## src/tbs_pkg.sv

```systemverilog
`default_nettype none
package tbs_pkg;
	// system clock
	localparam int CLK_HZ = 40_000_000;
	localparam int CYC_PER_US = CLK_HZ / 1_000_000;
	// fallback wake in slow mode
	localparam int SLEEP_MS = 90;
	localparam int SLEEP_CYC = SLEEP_MS * 1000 * CYC_PER_US;
	// acquisition pulse timing
	localparam int ACQ_PERIOD_NS = 10_000;
	localparam int ACQ_PERIOD_CYC = ACQ_PERIOD_NS * CYC_PER_US / 1000;
	localparam int ACQ_PULSE_NS = 2_000;
	localparam int ACQ_PULSE_CYC = ACQ_PULSE_NS * CYC_PER_US / 1000;
	localparam int BURST_PULSES = 250;
	localparam int BURST_US = BURST_PULSES * ACQ_PERIOD_NS / 1000;
	// self-timed gap between bursts in fast mode
	localparam int FAST_GAP_MS = 4;
	localparam int FAST_GAP_CYC = FAST_GAP_MS * 1000 * CYC_PER_US;
	// assumed sync rate
	localparam int SYNC_HZ = 55;
	localparam int SYNC_PERIOD_US = 1_000_000 / SYNC_HZ;
	localparam int SLOW_PERIOD_US = SLEEP_MS * 1000 + BURST_US;
	// nominal durations expressed later as burst counts
	localparam int MAXON_MS = 10_000;
	localparam int DRIFT_POS_MS = 1_000;
	localparam int DRIFT_NEG_MS = 250;
	localparam int CONSENSUS_LEN = 6;
	localparam int TIMER_W = 22;
	localparam int BURSTS_W = 16;
	localparam int CHANNELS = 4;

	function automatic int bursts_for(input int ms, input int period_us);
		int n;
		n = (ms * 1000 + period_us / 2) / period_us;
		return (n < 1) ? 1 : n;
	endfunction

	localparam int MAXON_SYNC = bursts_for(MAXON_MS, SYNC_PERIOD_US);
	localparam int DRIFT_POS_SYNC = bursts_for(DRIFT_POS_MS, SYNC_PERIOD_US);
	localparam int DRIFT_NEG_SYNC = bursts_for(DRIFT_NEG_MS, SYNC_PERIOD_US);
	localparam int MAXON_SLOW = bursts_for(MAXON_MS, SLOW_PERIOD_US);
	localparam int DRIFT_POS_SLOW = bursts_for(DRIFT_POS_MS, SLOW_PERIOD_US);
	localparam int DRIFT_NEG_SLOW = bursts_for(DRIFT_NEG_MS, SLOW_PERIOD_US);
endpackage
`default_nettype wire

```

## src/tbs_consensus.sv

```systemverilog
`timescale 1ns/100ps
`default_nettype none
module tbs_consensus #(
	parameter int CHANNELS = 4,
	parameter int LIMIT = 6
) (
	input wire logic clk_i,
	input wire logic nrst_i,
	input wire logic sample_i,
	input wire logic [CHANNELS-1:0] hit_i,
	output logic [CHANNELS-1:0] key_o,
	output logic pending_o
);
	localparam int CW = $clog2(LIMIT + 1);

	typedef struct packed {
		logic [CHANNELS-1:0][CW-1:0] cnt;
		logic [CHANNELS-1:0] key;
		logic pending;
	} tbs_cons_t;

	tbs_cons_t s;
	tbs_cons_t next_s;

	if (LIMIT < 1 || CHANNELS < 1)
	begin : g_bad_cfg
		$error("consensus length and channel count must be positive");
	end

	always_comb
	begin
		next_s = s;
		if (sample_i)
		begin
			for (int ch = 0; ch < CHANNELS; ch++)
			begin
				if (!hit_i[ch])
				begin
					// one miss throws the pending detection away
					next_s.cnt[ch] = '0;
					next_s.key[ch] = 1'b0;
				end
				else if (s.cnt[ch] != CW'(LIMIT))
				begin
					next_s.cnt[ch] = s.cnt[ch] + CW'(1);
					if (s.cnt[ch] == CW'(LIMIT - 1))
						next_s.key[ch] = 1'b1;
				end
			end
		end
		next_s.pending = 1'b0;
		for (int ch = 0; ch < CHANNELS; ch++)
		begin
			if (next_s.cnt[ch] != '0 && !next_s.key[ch])
				next_s.pending = 1'b1;
		end
	end

	always_ff @(posedge clk_i)
	begin
		if (!nrst_i)
			s <= '0;
		else
			s <= next_s;
	end

	assign key_o = s.key;
	assign pending_o = s.pending;

	confirm_on_sixth_a:
	assert property (@(posedge clk_i) disable iff (!nrst_i)
		sample_i && hit_i[0] && s.cnt[0] == CW'(LIMIT - 1) |=> key_o[0])
	else $error("detection not confirmed on final positive sample");

	miss_discards_a:
	assert property (@(posedge clk_i) disable iff (!nrst_i)
		sample_i && !hit_i[0] |=> s.cnt[0] == '0 && !key_o[0])
	else $error("failed sample did not discard pending detection");

	no_early_key_a:
	assert property (@(posedge clk_i) disable iff (!nrst_i)
		$rose(key_o[0]) |-> $past(s.cnt[0]) == CW'(LIMIT - 1))
	else $error("detection confirmed before enough samples");
endmodule // tbs_consensus
`default_nettype wire

```

## src/tbs_burst_sync.sv

```systemverilog
`timescale 1ns/100ps
`default_nettype none
module tbs_burst_sync #(
	parameter int SLEEP_CYC = tbs_pkg::SLEEP_CYC,
	parameter int FAST_GAP_CYC = tbs_pkg::FAST_GAP_CYC,
	parameter int BURST_PULSES = tbs_pkg::BURST_PULSES,
	parameter int CONSENSUS_LEN = tbs_pkg::CONSENSUS_LEN
) (
	input wire logic clk_i,
	input wire logic nrst_i,
	input wire logic speed_strap_i,
	input wire logic sync_i,
	output logic sync_o,
	output logic sync_oe_o,
	input wire logic [tbs_pkg::CHANNELS-1:0] detect_i,
	output logic [tbs_pkg::CHANNELS-1:0] sense_pin_o,
	output logic bias_current_node_en_o,
	output logic slow_mode_o,
	output logic [tbs_pkg::CHANNELS-1:0] key_o,
	output logic [tbs_pkg::CHANNELS-1:0] recal_o,
	output logic drift_pos_tick_o,
	output logic drift_neg_tick_o
);
	localparam int CH = tbs_pkg::CHANNELS;
	localparam int TW = tbs_pkg::TIMER_W;
	localparam int BW = tbs_pkg::BURSTS_W;
	localparam int PER = tbs_pkg::ACQ_PERIOD_CYC;
	localparam int PW = tbs_pkg::ACQ_PULSE_CYC;
	localparam int FAST_PERIOD_US =
		FAST_GAP_CYC / tbs_pkg::CYC_PER_US +
		BURST_PULSES * tbs_pkg::ACQ_PERIOD_NS / 1000;
	localparam int MAXON_FAST =
		tbs_pkg::bursts_for(tbs_pkg::MAXON_MS, FAST_PERIOD_US);
	localparam int DRIFT_POS_FAST =
		tbs_pkg::bursts_for(tbs_pkg::DRIFT_POS_MS, FAST_PERIOD_US);
	localparam int DRIFT_NEG_FAST =
		tbs_pkg::bursts_for(tbs_pkg::DRIFT_NEG_MS, FAST_PERIOD_US);

	if (SLEEP_CYC < 2 || SLEEP_CYC >= 2 ** TW || FAST_GAP_CYC < 2 ||
		FAST_GAP_CYC >= 2 ** TW || BURST_PULSES < 2 ||
		BURST_PULSES > 511 || PW >= PER)
	begin : g_bad_cfg
		$error("timing parameters out of range for counter widths");
	end

	typedef enum logic [1:0] {
		TBS_SLEEP = 2'b00,
		TBS_BURST = 2'b01,
		TBS_DONE = 2'b11,
		TBS_ARM = 2'b10
	} tbs_state_e_t;

	typedef struct packed {
		tbs_state_e_t st;
		logic [1:0] strap_ff;
		logic [2:0] sync_ff;
		logic [CH-1:0] det_ff1;
		logic [CH-1:0] det_ff2;
		logic [1:0] boot;
		logic slow;
		logic sync_seen;
		logic [TW-1:0] tmr;
		logic [8:0] phase;
		logic [8:0] pcount;
		logic pulse;
		logic osc_en;
		logic sync_drv;
		logic sync_en;
		logic sample;
		logic [BW-1:0] pos_cnt;
		logic [BW-1:0] neg_cnt;
		logic dpos;
		logic dneg;
		logic [CH-1:0][BW-1:0] stuck;
		logic [CH-1:0] recal;
	} tbs_top_t;

	tbs_top_t s;
	tbs_top_t next_s;
	logic booted;
	logic sync_edge;
	logic fb_due;
	logic fast_due;
	logic wake;
	logic pending;
	logic [BW-1:0] lim_max;
	logic [BW-1:0] lim_pos;
	logic [BW-1:0] lim_neg;

	tbs_consensus #(
		.CHANNELS(CH),
		.LIMIT(CONSENSUS_LEN)
	) u_consensus_filter (
		.clk_i(clk_i),
		.nrst_i(nrst_i),
		.sample_i(s.sample),
		.hit_i(s.det_ff2),
		.key_o(key_o),
		.pending_o(pending)
	);

	always_comb
	begin
		booted = (s.boot == 2'h3);
		// edge taken only while asleep in slow mode
		sync_edge = s.sync_ff[1] & ~s.sync_ff[2] & s.slow &
			(s.st == TBS_SLEEP);
		fb_due = (s.tmr == TW'(SLEEP_CYC - 1));
		fast_due = (s.tmr == TW'(FAST_GAP_CYC - 1));
		// in slow mode confirmation runs back to back without sleeping; fast mode waits for its gap
		wake = booted && (s.slow ? (sync_edge | fb_due | pending) :
			fast_due);
		if (!s.slow)
		begin
			lim_max = BW'(MAXON_FAST);
			lim_pos = BW'(DRIFT_POS_FAST);
			lim_neg = BW'(DRIFT_NEG_FAST);
		end
		else if (s.sync_seen)
		begin
			lim_max = BW'(tbs_pkg::MAXON_SYNC);
			lim_pos = BW'(tbs_pkg::DRIFT_POS_SYNC);
			lim_neg = BW'(tbs_pkg::DRIFT_NEG_SYNC);
		end
		else
		begin
			lim_max = BW'(tbs_pkg::MAXON_SLOW);
			lim_pos = BW'(tbs_pkg::DRIFT_POS_SLOW);
			lim_neg = BW'(tbs_pkg::DRIFT_NEG_SLOW);
		end
	end

	always_comb
	begin
		next_s = s;
		next_s.strap_ff = {s.strap_ff[0], speed_strap_i};
		next_s.sync_ff = {s.sync_ff[1:0], sync_i};
		next_s.det_ff1 = detect_i;
		next_s.det_ff2 = s.det_ff1;
		next_s.sample = 1'b0;
		next_s.dpos = 1'b0;
		next_s.dneg = 1'b0;
		next_s.recal = '0;
		if (!booted)
			next_s.boot = s.boot + 2'h1;
		if (s.boot == 2'h2)
			next_s.slow = s.strap_ff[1];
		// pin driven only in fast mode
		next_s.sync_en = booted & ~s.slow;
		unique case (s.st)
			TBS_SLEEP:
			begin
				next_s.tmr = s.tmr + TW'(1);
				next_s.osc_en = ~s.slow;
				if (wake)
				begin
					next_s.st = TBS_BURST;
					next_s.tmr = '0;
					next_s.phase = '0;
					next_s.pcount = '0;
					next_s.pulse = 1'b1;
					next_s.osc_en = 1'b1;
					next_s.sync_drv = ~s.slow;
					if (sync_edge)
						next_s.sync_seen = 1'b1;
					else if (fb_due)
						next_s.sync_seen = 1'b0;
				end
			end
			TBS_BURST:
			begin
				if (s.phase == 9'(PER - 1))
				begin
					// all channels share one pulse train
					next_s.phase = '0;
					next_s.pcount = s.pcount + 9'h1;
					if (s.pcount == 9'(BURST_PULSES - 1))
					begin
						next_s.st = TBS_DONE;
						next_s.pulse = 1'b0;
					end
					else
						next_s.pulse = 1'b1;
				end
				else
				begin
					next_s.phase = s.phase + 9'h1;
					next_s.pulse = ((s.phase + 9'h1) < 9'(PW));
				end
			end
			TBS_DONE:
			begin
				// clamp the spread pulse low at burst end
				next_s.sync_drv = 1'b0;
				next_s.sample = 1'b1;
				next_s.osc_en = ~s.slow;
				next_s.st = TBS_ARM;
			end
			TBS_ARM:
			begin
				next_s.st = TBS_SLEEP;
				next_s.tmr = '0;
				// timebases advance once per burst
				if (s.pos_cnt >= lim_pos - BW'(1))
				begin
					next_s.pos_cnt = '0;
					next_s.dpos = 1'b1;
				end
				else
					next_s.pos_cnt = s.pos_cnt + BW'(1);
				if (s.neg_cnt >= lim_neg - BW'(1))
				begin
					next_s.neg_cnt = '0;
					next_s.dneg = 1'b1;
				end
				else
					next_s.neg_cnt = s.neg_cnt + BW'(1);
				for (int ch = 0; ch < CH; ch++)
				begin
					if (!key_o[ch])
						next_s.stuck[ch] = '0;
					else if (s.stuck[ch] >= lim_max - BW'(1))
					begin
						next_s.stuck[ch] = '0;
						next_s.recal[ch] = 1'b1;
					end
					else
						next_s.stuck[ch] = s.stuck[ch] + BW'(1);
				end
			end
		endcase
	end

	always_ff @(posedge clk_i)
	begin
		if (!nrst_i)
			s <= '0;
		else
			s <= next_s;
	end

	assign sync_o = s.sync_drv;
	assign sync_oe_o = s.sync_en;
	assign sense_pin_o = {CH{s.pulse}};
	assign bias_current_node_en_o = s.osc_en;
	assign slow_mode_o = s.slow;
	assign recal_o = s.recal;
	assign drift_pos_tick_o = s.dpos;
	assign drift_neg_tick_o = s.dneg;

	// spacing helper for pulse checks
	logic pulse_d;
	logic [9:0] gap;
	always_ff @(posedge clk_i)
	begin
		if (!nrst_i)
		begin
			pulse_d <= 1'b0;
			gap <= '0;
		end
		else
		begin
			pulse_d <= s.pulse;
			if (s.pulse & ~pulse_d)
				gap <= '0;
			else if (gap != 10'h3ff)
				gap <= gap + 10'h1;
		end
	end

	fast_ignores_sync_a:
	assert property (@(posedge clk_i) disable iff (!nrst_i)
		booted && !s.slow && s.st == TBS_SLEEP && !fast_due
		|=> s.st == TBS_SLEEP)
	else $error("fast mode left sleep before its own gap");

	sync_wakes_a:
	assert property (@(posedge clk_i) disable iff (!nrst_i)
		booted && s.slow && s.st == TBS_SLEEP && sync_edge
		|=> s.st == TBS_BURST && bias_current_node_en_o)
	else $error("sync edge did not start a burst");

	fallback_wake_a:
	assert property (@(posedge clk_i) disable iff (!nrst_i)
		booted && s.slow && s.st == TBS_SLEEP && fb_due && !sync_edge
		|=> s.st == TBS_BURST ##1 !s.sync_seen)
	else $error("fallback wake missed");

	sleep_bounded_a:
	assert property (@(posedge clk_i) disable iff (!nrst_i)
		s.st == TBS_SLEEP && s.slow |-> s.tmr < TW'(SLEEP_CYC))
	else $error("sleep ran past fallback interval");

	stuck_recal_a:
	assert property (@(posedge clk_i) disable iff (!nrst_i)
		s.st == TBS_ARM && key_o[0] && s.stuck[0] == lim_max - BW'(1)
		|=> recal_o[0] && s.stuck[0] == '0)
	else $error("stuck-key timeout not raised at burst limit");

	sync_counts_a:
	assert property (@(posedge clk_i) disable iff (!nrst_i)
		s.slow && s.sync_seen |-> lim_max == BW'(tbs_pkg::MAXON_SYNC)
		&& lim_pos == BW'(tbs_pkg::DRIFT_POS_SYNC))
	else $error("sync burst constants not selected");

	lockstep_a:
	assert property (@(posedge clk_i) disable iff (!nrst_i)
		sense_pin_o == '0 || sense_pin_o == '1)
	else $error("channels pulsed out of lockstep");

	spread_pulse_a:
	assert property (@(posedge clk_i) disable iff (!nrst_i)
		booted && !s.slow && s.st == TBS_DONE
		|=> sync_oe_o && !sync_o ##1 !sync_o)
	else $error("spread pulse not grounded at burst end");

	spread_high_a:
	assert property (@(posedge clk_i) disable iff (!nrst_i)
		booted && !s.slow && s.st == TBS_SLEEP && wake
		|=> sync_o && sync_oe_o)
	else $error("spread pulse not raised at burst start");

	osc_off_a:
	assert property (@(posedge clk_i) disable iff (!nrst_i)
		s.slow && s.st == TBS_SLEEP && !wake |=> !bias_current_node_en_o)
	else $error("oscillator running during slow-mode sleep");

	slow_pin_quiet_a:
	assert property (@(posedge clk_i) disable iff (!nrst_i)
		s.slow && booted |=> !sync_oe_o && !sync_o)
	else $error("pin driven in slow mode");

	pulse_spacing_a:
	assert property (@(posedge clk_i) disable iff (!nrst_i)
		s.pulse && !pulse_d && s.pcount != '0 |-> gap == 10'(PER - 1))
	else $error("acquisition pulses not one period apart");

	strap_held_a:
	assert property (@(posedge clk_i) disable iff (!nrst_i)
		booted |=> $stable(slow_mode_o))
	else $error("speed mode changed after start-up");

	burst_ignores_sync_a:
	assert property (@(posedge clk_i) disable iff (!nrst_i)
		s.st == TBS_BURST && s.pcount != 9'(BURST_PULSES - 1)
		|=> s.st == TBS_BURST)
	else $error("burst broken off early");
endmodule // tbs_burst_sync
`default_nettype wire

```

## config.mk

```make
export PLATFORM = sky130hd
export DESIGN_NAME = tbs_burst_sync
export DESIGN_NICKNAME = d
export VERILOG_FILES = /design/src/tbs_pkg.sv /design/src/tbs_consensus.sv /design/src/tbs_burst_sync.sv
export SDC_FILE = /design/constraint.sdc
export NUM_CORES = 1
export LEC_CHECK = 0
export BUFFER_PORTS_ARGS = -buffer_cell sky130_fd_sc_hd__buf_2
export CAP_MARGIN = 15
export CORE_MARGIN = 4
export CORE_UTILIZATION = 49
export CTS_CLUSTER_DIAMETER = 50
export DETAILED_ROUTE_END_ITERATION = 8
export GPL_TIMING_DRIVEN = 0
export PLACE_DENSITY = 0.75
export SLEW_MARGIN = 0
export SYNTH_ARGS = -nofsm -noshare
export SYNTH_HDL_FRONTEND = slang
export SYNTH_HIERARCHICAL = 1
export SYNTH_SLANG_ARGS = --single-unit
```

## constraint.sdc

```tcl
create_clock -name clk_i -period 8 [get_ports clk_i]
set_input_delay 1.2 -clock clk_i [delete_from_list [all_inputs] [get_ports clk_i]]
set_output_delay 1.2 -clock clk_i [all_outputs]
set_load 0.02 [all_outputs]
```

==> results of run 1 <==
layout make-up:
type	count	area, µm²	share of cell area
multi-input cells	1062	7211	0.5709
flip-flops and latches	183	3664	0.2901
clock buffers	18	429.2	0.03398
plain buffers	86	411.6	0.03259
well taps	313	391.6	0.03101
inverters	64	240.2	0.01902
clock inverters	14	157.7	0.01248
repair buffers	25	125.1	0.009907
worst paths after layout:
kind	from	slack [ns]	to	cells past startpoint
setup / recovery	slow_mode_o	3.79	s[62]	11
setup reg to reg	slow_mode_o	3.79	s[62]	11
hold / removal	next_s[151]	0.43	s[151]	1
hold reg to reg	next_s[151]	0.43	s[151]	1
synthesized netlist by cell type (10+ instances only):
cell	number
buf_2	14
buf_4	15
o21ai_0	56
and4_1	14
nand4_1	46
nor4_1	24
or4_1	19
and3_1	25
ha_1	100
xnor2_1	17
clkbuf_1	50
nor2_1	66
nor3_1	22
o31ai_1	10
a211oi_1	41
o221ai_1	11
dfxtp_1	183
inv_1	63
nand3_1	99
nand2_1	127
nand2b_1	12
a21oi_1	42
and2_1	27
a22oi_1	11
o211ai_1	24
xor2_1	28
o2111ai_1	11
a31oi_1	41
stage by stage:
| stage | utilization | power (mW) | setup WS (ns) | std cells |
|---|---|---|---|---|
| detailed placement | 0.5287 | 1.514 | 3.858 | 1733 |
| finish | 0.5545 | 2.362 | 3.792 | 1765 |
| CTS | 0.5545 | 2.365 | 3.832 | 1765 |
| global route | 0.5545 | 2.463 | 3.541 | 1765 |
| global placement | 0.5287 | 1.503 | 3.928 | 1733 |
| floorplan | - | 1.356 | 5.058 | 1395 |
power by group:
| part | switching (mW) | total [mW] | internal, mW | leakage [nW] |
|---|---|---|---|---|
| Clock | 0.411 | 0.856 | 0.445 | 0.279 |
| Sequential | 0.0478 | 0.995 | 0.947 | 1.48 |
| Combinational | 0.351 | 0.512 | 0.161 | 2.92 |
| Total | 0.810 | 2.36 | 1.55 | 4.68 |
cell families after synthesis:
family	Yosys count	synth area share
mux	6	0.005593
xor+xnor	45	0.03454
compound gates	340	0.2107
simple gates	539	0.2610
fa+ha+maj	100	0.1097
other cells	1	0.0003287
buf+inv	150	0.05713
flops	183	0.3211
routing by layer:
metal / wire length, µm / up-vias
met3: 1742 / 51
li1: - / 5288
met4: 549 / 0
met2: 13390 / 335
met5: 0 / -
met1: 13450 / 5078
sequential cells by signal, summed over array words and instances (netlist names):
register                      count
u_consensus_filter/s             12
sync_o                            1
recal_o                           4
sense_pin_o                       1
s                               148
next_s                            7
slow_mode_o                       1
drift_pos_tick_o                  1
bias_current_node_en_o            1
u_consensus_filter/pending_o      1
drift_neg_tick_o                  1
sync_oe_o                         1
u_consensus_filter/key_o          4
critical path, delay by kind of cell, from the launching register on:
| family | cells | cell delay [ns] |
|---|---|---|
| fa+ha+maj | 1 | 0.32 |
| simple gates | 2 | 0.52 |
| flops | 1 | 0.80 |
| buf+inv | 4 | 1.69 |
| compound gates | 4 | 0.80 |
==> summary.md, run 1 <==
| Metric | Value |
|---|---|
| Status | `finished clean` |
| TritonCTS clock tree | `yes` |
| Most common cell after layout, fill and taps aside | `dfxtp_1` |
| Final slew viol count | `0` |
| Critical Path AT | `between 4 and 5 ns` |
| Max Clk Rate | `0.2376 GHz` |
| Area contributors post-synth | `dfxtp_1 32%, ha_1 11%, nand3_1 4.3%, nand2_1 4.2%, a211oi_1 2.7%` |
| Cells after Synth | `1364` |
| Clock-pin slew on the worst setup and hold paths | `about 0.08 ns` |
| Grt met3 use | `0.03875` |
| Ys async rst share | `0` |
| YS warnings | `6` |
| Synth cell types | `91` |
| Most frequent cells in the layout | `183 x dfxtp_1, 127 x nand2_1, 100 x ha_1` |
| FF+latch count, synth | `183` |
| Max Cap Viol | `0` |
| Syn avg cell area | `between 8 and 9 µm²` |
| Crit-path cells | `clkbuf_1, nand2b_1, inv_1, ha_1, a21oi_1, o211ai_1, a41oi_1, clkbuf_1, clkbuf_1, nand3_1, a31oi_1` |
| # H-tree levels | `4` |
| Number of port buffers | `25` |
| Setup Fix Bufs, Post-CTS | `0` |
| Wire per inst | `between 15 and 20 µm` |
| Total gr overflow | `0` |
| Post-DRT Antenna Nets | `0` |
| # setup viols final | `0` |
| Min Tclk post-route | `around 4.2 ns` |
| Met2 Usage GRT | `0.3691` |
| Crit path top cell by count | `clkbuf_1` |
| Cell Pwr Density | `between 150 and 200 nW/µm²` |
| IO Pins | `26` |
| Initial antenna violation count | `0` |
| GR Util All Layers | `0.2236` |
| Worst hold margin | `about 0.43 ns` |
| Max-slew headroom | `0.4244` |
| Largest net degree at the start of global routing | `19` |
| DR vias | `10750` |
| Seq/Total Area, Yosys | `0.3211` |
| Global-route wire length before repair | `roughly 49000 µm` |
| GRT met1 Usage | `0.2994` |
| Initial core utilization | `0.5009` |
| Die height | `about 160 µm` |
| CTS Root Cell | `clkbuf_16` |
| CTS Buf Count | `17` |
| Fraction of layout cells with a size suffix above 1 | `0.08127` |
| Hold Buf Count CTS | `0` |
| Antenna Cells | `0` |
| Vias/cell | `a little over 6` |
| Main synth FF type | `dfxtp_1` |
| Most used routing layer | `met2` |
| Final instance area | `around 13000 µm²` |
| Row count | `55` |
| Worst hold path class | `reg2reg` |
| Total Nets Final | `roughly 1500` |
| # clock sinks | `between 150 and 200` |
| Leak | `~4.7 nW` |
| Setup Skew | `between 0.01 and 0.015 ns` |
| Area delta synth->final | `10.69%` |
| Worst path max stage delay | `around 0.80 ns` |
| Fin Setup TNS | `0 ns` |
| Setup crit start kind | `register` |
| Clk_lat worst skew | `0.45 ns` |
| Vias in the first global route | `10150` |
| Final WL | `approximately 29000 µm` |
| DRC Markers | `0` |
| Slowest CP cell | `dfxtp_1` |
| RSZ-0062 raised after global routing | `false` |
| Maximum VDD drop | `around 0.12 mV` |
| Mapped cell area | `11410 µm²` |
| Tcrit/Tclk final | `0.5260` |
| Die area | `25790 µm²` |
| Area after DPL | `approximately 12000 µm²` |
| Measured slew at the worst slew-check pin | `between 0.8 and 0.9 ns` |
| Fillers | `between 2000 and 2500` |
| RePlAce Congestion | `0.9105` |
| WP data required | `approximately 8.4 ns` |
| Core Area | `about 23000 µm²` |
| Initial DRC count | `1042` |
| WS Path Type | `reg2reg` |
| First-pass detailed-route iteration total | `6` |
| Deepest clock path buffer count | `2` |
| Detail Placement HPWL | `slightly above 20000 µm` |
| Resized Gates After CTS | `0` |
| Worst Path Max Fanout | `10` |
| Post-synth EDFFs | `0` |
| Die X | `roughly 160 µm` |
| Synth top area share | `0.3211` |
| CP Capture Type | `register` |
| Final Hold Vio Count | `0` |
| Most area-hungry cell type in the Yosys netlist | `dfxtp_1` |
Note: power is estimated with default switching activity, not from simulation.
==> run 2, diff against run 1 <==
--- a/config.mk
+++ b/config.mk
@@ -5,6 +5,7 @@
 export SDC_FILE = /design/constraint.sdc
 export NUM_CORES = 1
 export LEC_CHECK = 0
+export ABC_AREA = 1
 export BUFFER_PORTS_ARGS = -buffer_cell sky130_fd_sc_hd__buf_2
 export CAP_MARGIN = 15
 export CORE_MARGIN = 4
==> constraint.sdc (replaced) <==
create_clock -name clk_i -period 4.3 [get_ports clk_i]
set_input_delay 0.645 -clock clk_i [delete_from_list [all_inputs] [get_ports clk_i]]
set_output_delay 0.645 -clock clk_i [all_outputs]
set_load 0.02 [all_outputs]
==> summary.md, run 2 <==
| Metric | Value |
|---|---|
| Status | `finished clean` |
| Die height | `156.7 µm (-2.4%)` |
| Tot Pwr | `4.553 mW (+93%)` |
| Vias in the first global route | `9123 (-10%)` |
| Critical Path AT | `4.28 ns (-0.29 ns)` |
| Die area | `24550 µm² (-4.8%)` |
| R2r worst-path depth | `12 (+1)` |
| # setup viols final | `0 (unchanged)` |
| Setup Fix Bufs, Post-CTS | `0 (unchanged)` |
| Cells after Synth | `1524 (+12%)` |
| YS warnings | `6 (unchanged)` |
| Measured slew at the worst slew-check pin | `0.7859 ns (-0.07745 ns)` |
| Max FFs per register | `148 (unchanged)` |
| Number of port buffers | `25 (unchanged)` |
| Mapped cell area | `10830 µm² (-5.0%)` |
| FF+latch count, synth | `183 (unchanged)` |
| Clock-pin slew on the worst setup and hold paths | `0.07 ns (about the same)` |
| Cell Pwr Density | `377.1 nW/µm² (+100%)` |
| Clk_lat worst skew | `0.43 ns (-0.02 ns)` |
| Worst hold margin | `0.3935 ns (-0.04124 ns)` |
| # H-tree levels | `4 (unchanged)` |
| Hold Buf Count CTS | `0 (unchanged)` |
| Post-DRT Antenna Nets | `0 (unchanged)` |
| Ys async rst share | `0 (unchanged)` |
| Crit-path cells | `inv_2, nor2_2, inv_1, ha_1, nand2_1, o21ai_0, nand2_1, o211ai_1, nand2_1, nand3_1, clkbuf_1, o21ai_0` |
| Worst r2r src | `slow_mode_o` |
| Min Tclk post-route | `3.980 ns (-0.2282 ns)` |
| Final WL | `24350 µm (-16%)` |
| WP data required | `4.60 ns (-3.77 ns)` |
| Hold Path Sink | `next_s[154]` |
| Final Non-Filler Cells | `1892 (+7.2%)` |
| Cell family with most CP delay | `buffers and inverters` |
| Main synth FF type | `dfxtp_1` |
| Slowest CP cell | `dfxtp_1` |
| DRC Markers | `0 (unchanged)` |
| Slack of the worst reg-to-reg path | `0.32 ns (-3.47 ns)` |
| Max-slew headroom | `0.4753 (+0.05092)` |
| Max Cap Viol | `0 (unchanged)` |
| Final slew viol count | `0 (unchanged)` |
| Synth top area share | `0.3381 (+0.01706)` |
| Vias/cell | `5.157 (-15%)` |
| Setup Skew | `0.008369 ns (-0.002915 ns)` |
| Most frequent cells in the layout | `340 x nand2_1, 183 x dfxtp_1, 175 x nor2_1` |
| Detail Placement HPWL | `17930 µm (-13%)` |
| TritonCTS clock tree | `yes` |
| Critical path startpoint | `slow_mode_o` |
| Deepest clock path buffer count | `2 (unchanged)` |
| Max Clk Rate | `0.2513 GHz (+5.7%)` |
| Worst hold path class | `in2reg` |
| Synth cell types | `47 (-48%)` |
| Syn avg cell area | `7.109 µm² (-15%)` |
| GR Util All Layers | `0.2030 (-0.02063)` |
| Setup crit start kind | `register` |
| CP Capture Type | `register` |
| Initial DRC count | `557 (-47%)` |
| CTS Buf Count | `17 (unchanged)` |
| Crit path top cell by count | `nand2_1` |
| Row count | `54 (-1.8%)` |
| Largest net degree at the start of global routing | `17 (-2)` |
| DR vias | `9757 (-9.3%)` |
| Core Area | `21760 µm² (-4.5%)` |
| Largest reg by FF count | `s` |
| Initial core utilization | `0.4980 (-0.002919)` |
| Die X | `156.7 µm (-2.4%)` |
| Leak | `5.024 nW (+7.4%)` |
| Fillers | `2037 (-0.83%)` |
| Area delta synth->final | `11.44%` |
| Post-synth EDFFs | `0 (unchanged)` |
| Most frequent cell after synthesis | `nand2_1` |
| Most area-hungry cell type in the Yosys netlist | `dfxtp_1` |
| Wire per inst | `12.87 µm (-22%)` |
| # clock sinks | `183 (unchanged)` |
| Total Nets Final | `1707 (+10%)` |
| R2r endpoint | `s[55]` |
| Maximum VDD drop | `0.2811 mV (+140%)` |
| Total gr overflow | `0 (unchanged)` |
| IO Pins | `26 (unchanged)` |
| CTS Root Cell | `clkbuf_16` |
| Worst path max stage delay | `0.83 ns (+0.03 ns)` |
| Placed Cells | `1860 (+7.3%)` |
| Hold Path Depth | `3 (+2)` |
| Seq/Total Area, Yosys | `0.3381 (+0.01706)` |
| Initial antenna violation count | `0 (unchanged)` |
| Worst Path Max Fanout | `12 (+2)` |
| RSZ-0062 raised after global routing | `false` |
| Commonest cells in the netlist | `340 x nand2_1, 183 x dfxtp_1, 176 x nor2_1` |
| WS Path Type | `reg2reg` |
| Buf/Inv on CP | `3 (-1)` |
| Global-route wire length before repair | `41620 µm (-15%)` |
| First-pass detailed-route iteration total | `5 (-1)` |
| Most common cell after layout, fill and taps aside | `nand2_1` |
| Area contributors post-synth | `dfxtp_1 34%, nand2_1 12%, ha_1 12%, nor2_1 6.1%, inv_1 5.5%` |
| HP Start | `detect_i[3]` |
| RePlAce Congestion | `0.8658 (-4.9%)` |
| Fraction of layout cells with a size suffix above 1 | `0.07568 (-0.005585)` |
| Number of cells on the critical path | `12 (+1)` |
| Final Hold Vio Count | `0 (unchanged)` |
| Tcrit/Tclk final | `0.9256 (+0.3996)` |
| Antenna Cells | `0 (unchanged)` |
| Util after Layout | `0.5550 (about the same)` |
==> run 2: through the flow <==
step | cell area [µm²] | setup slack, ns | TNS [ns]
2_1_floorplan | 10950 | 1.550 | 0
3_3_place_gp | 11430 | 0.06381 | 0
3_5_place_dp | 11430 | -0.03359 | -0.1022
4_1_cts | 12070 | 0.3266 | 0
5_1_grt | 12070 | 0.08994 | 0
6_report | 12070 | 0.3200 | 0
==> run 2: worst max-delay path by stage <==
stage	endpoint
after global routing	s[55]
after CTS	s[55]
after global placement	s[64]
after floorplan	s[32]
after detailed placement	s[59]
final	s[55]
==> run 2: worst min-delay path: stages <==
cell     delay, ns
buf_2         0.07
nand2_1       0.04
inv_1         0.04
==> run 2: cell families after synthesis <==
kind of cell / Yosys count / synth area share
adder cells (fa/ha/maj): 100 / 0.1155
other: 1 / 0.0003461
XOR/XNOR: 63 / 0.05093
multiplexers: 1 / 0.0009239
flip-flops: 183 / 0.3381
buffers and inverters: 222 / 0.08419
AND/OR/NAND/NOR: 746 / 0.3049
AO/OA/AOI/OAI: 208 / 0.1051
==> run 2: metal layers <==
metal | track usage | vias up | routed length (µm)
li1 | - | 5127 | -
met1 | 0.2562 | 4441 | 11170
met2 | 0.3518 | 143 | 11790
met3 | 0.03236 | 46 | 805
met4 | 0.07066 | 0 | 591
met5 | 0 | - | 0
==> run 2: area by class of cell <==
class	instances	area, µm²	area share
Timing Repair Buffer	25	125.1	0.01036
Sequential cell	183	3664	0.3034
Multi-Input combinational cell	1150	6377	0.5282
Tap cell	280	350.3	0.02902
Clock buffer	19	452.9	0.03751
Buffer	52	274.0	0.02269
Clock inverter	13	192.7	0.01596
Inverter	170	638.1	0.05285
==> run 2: power by group <==
group / total (mW) / leakage (nW) / internal, mW / switching [mW]
clock: 1.71 / 0.322 / 1.02 / 0.699
combinational: 0.948 / 3.22 / 0.290 / 0.658
sequential: 1.89 / 1.48 / 1.79 / 0.0976
==> run 2: timing repair <==
action / 4_1_cts / 5_1_grt
hold endpoints to repair: 0 / 0
setup endpoints to repair: 6 / 0
resized for setup: 1 / 0
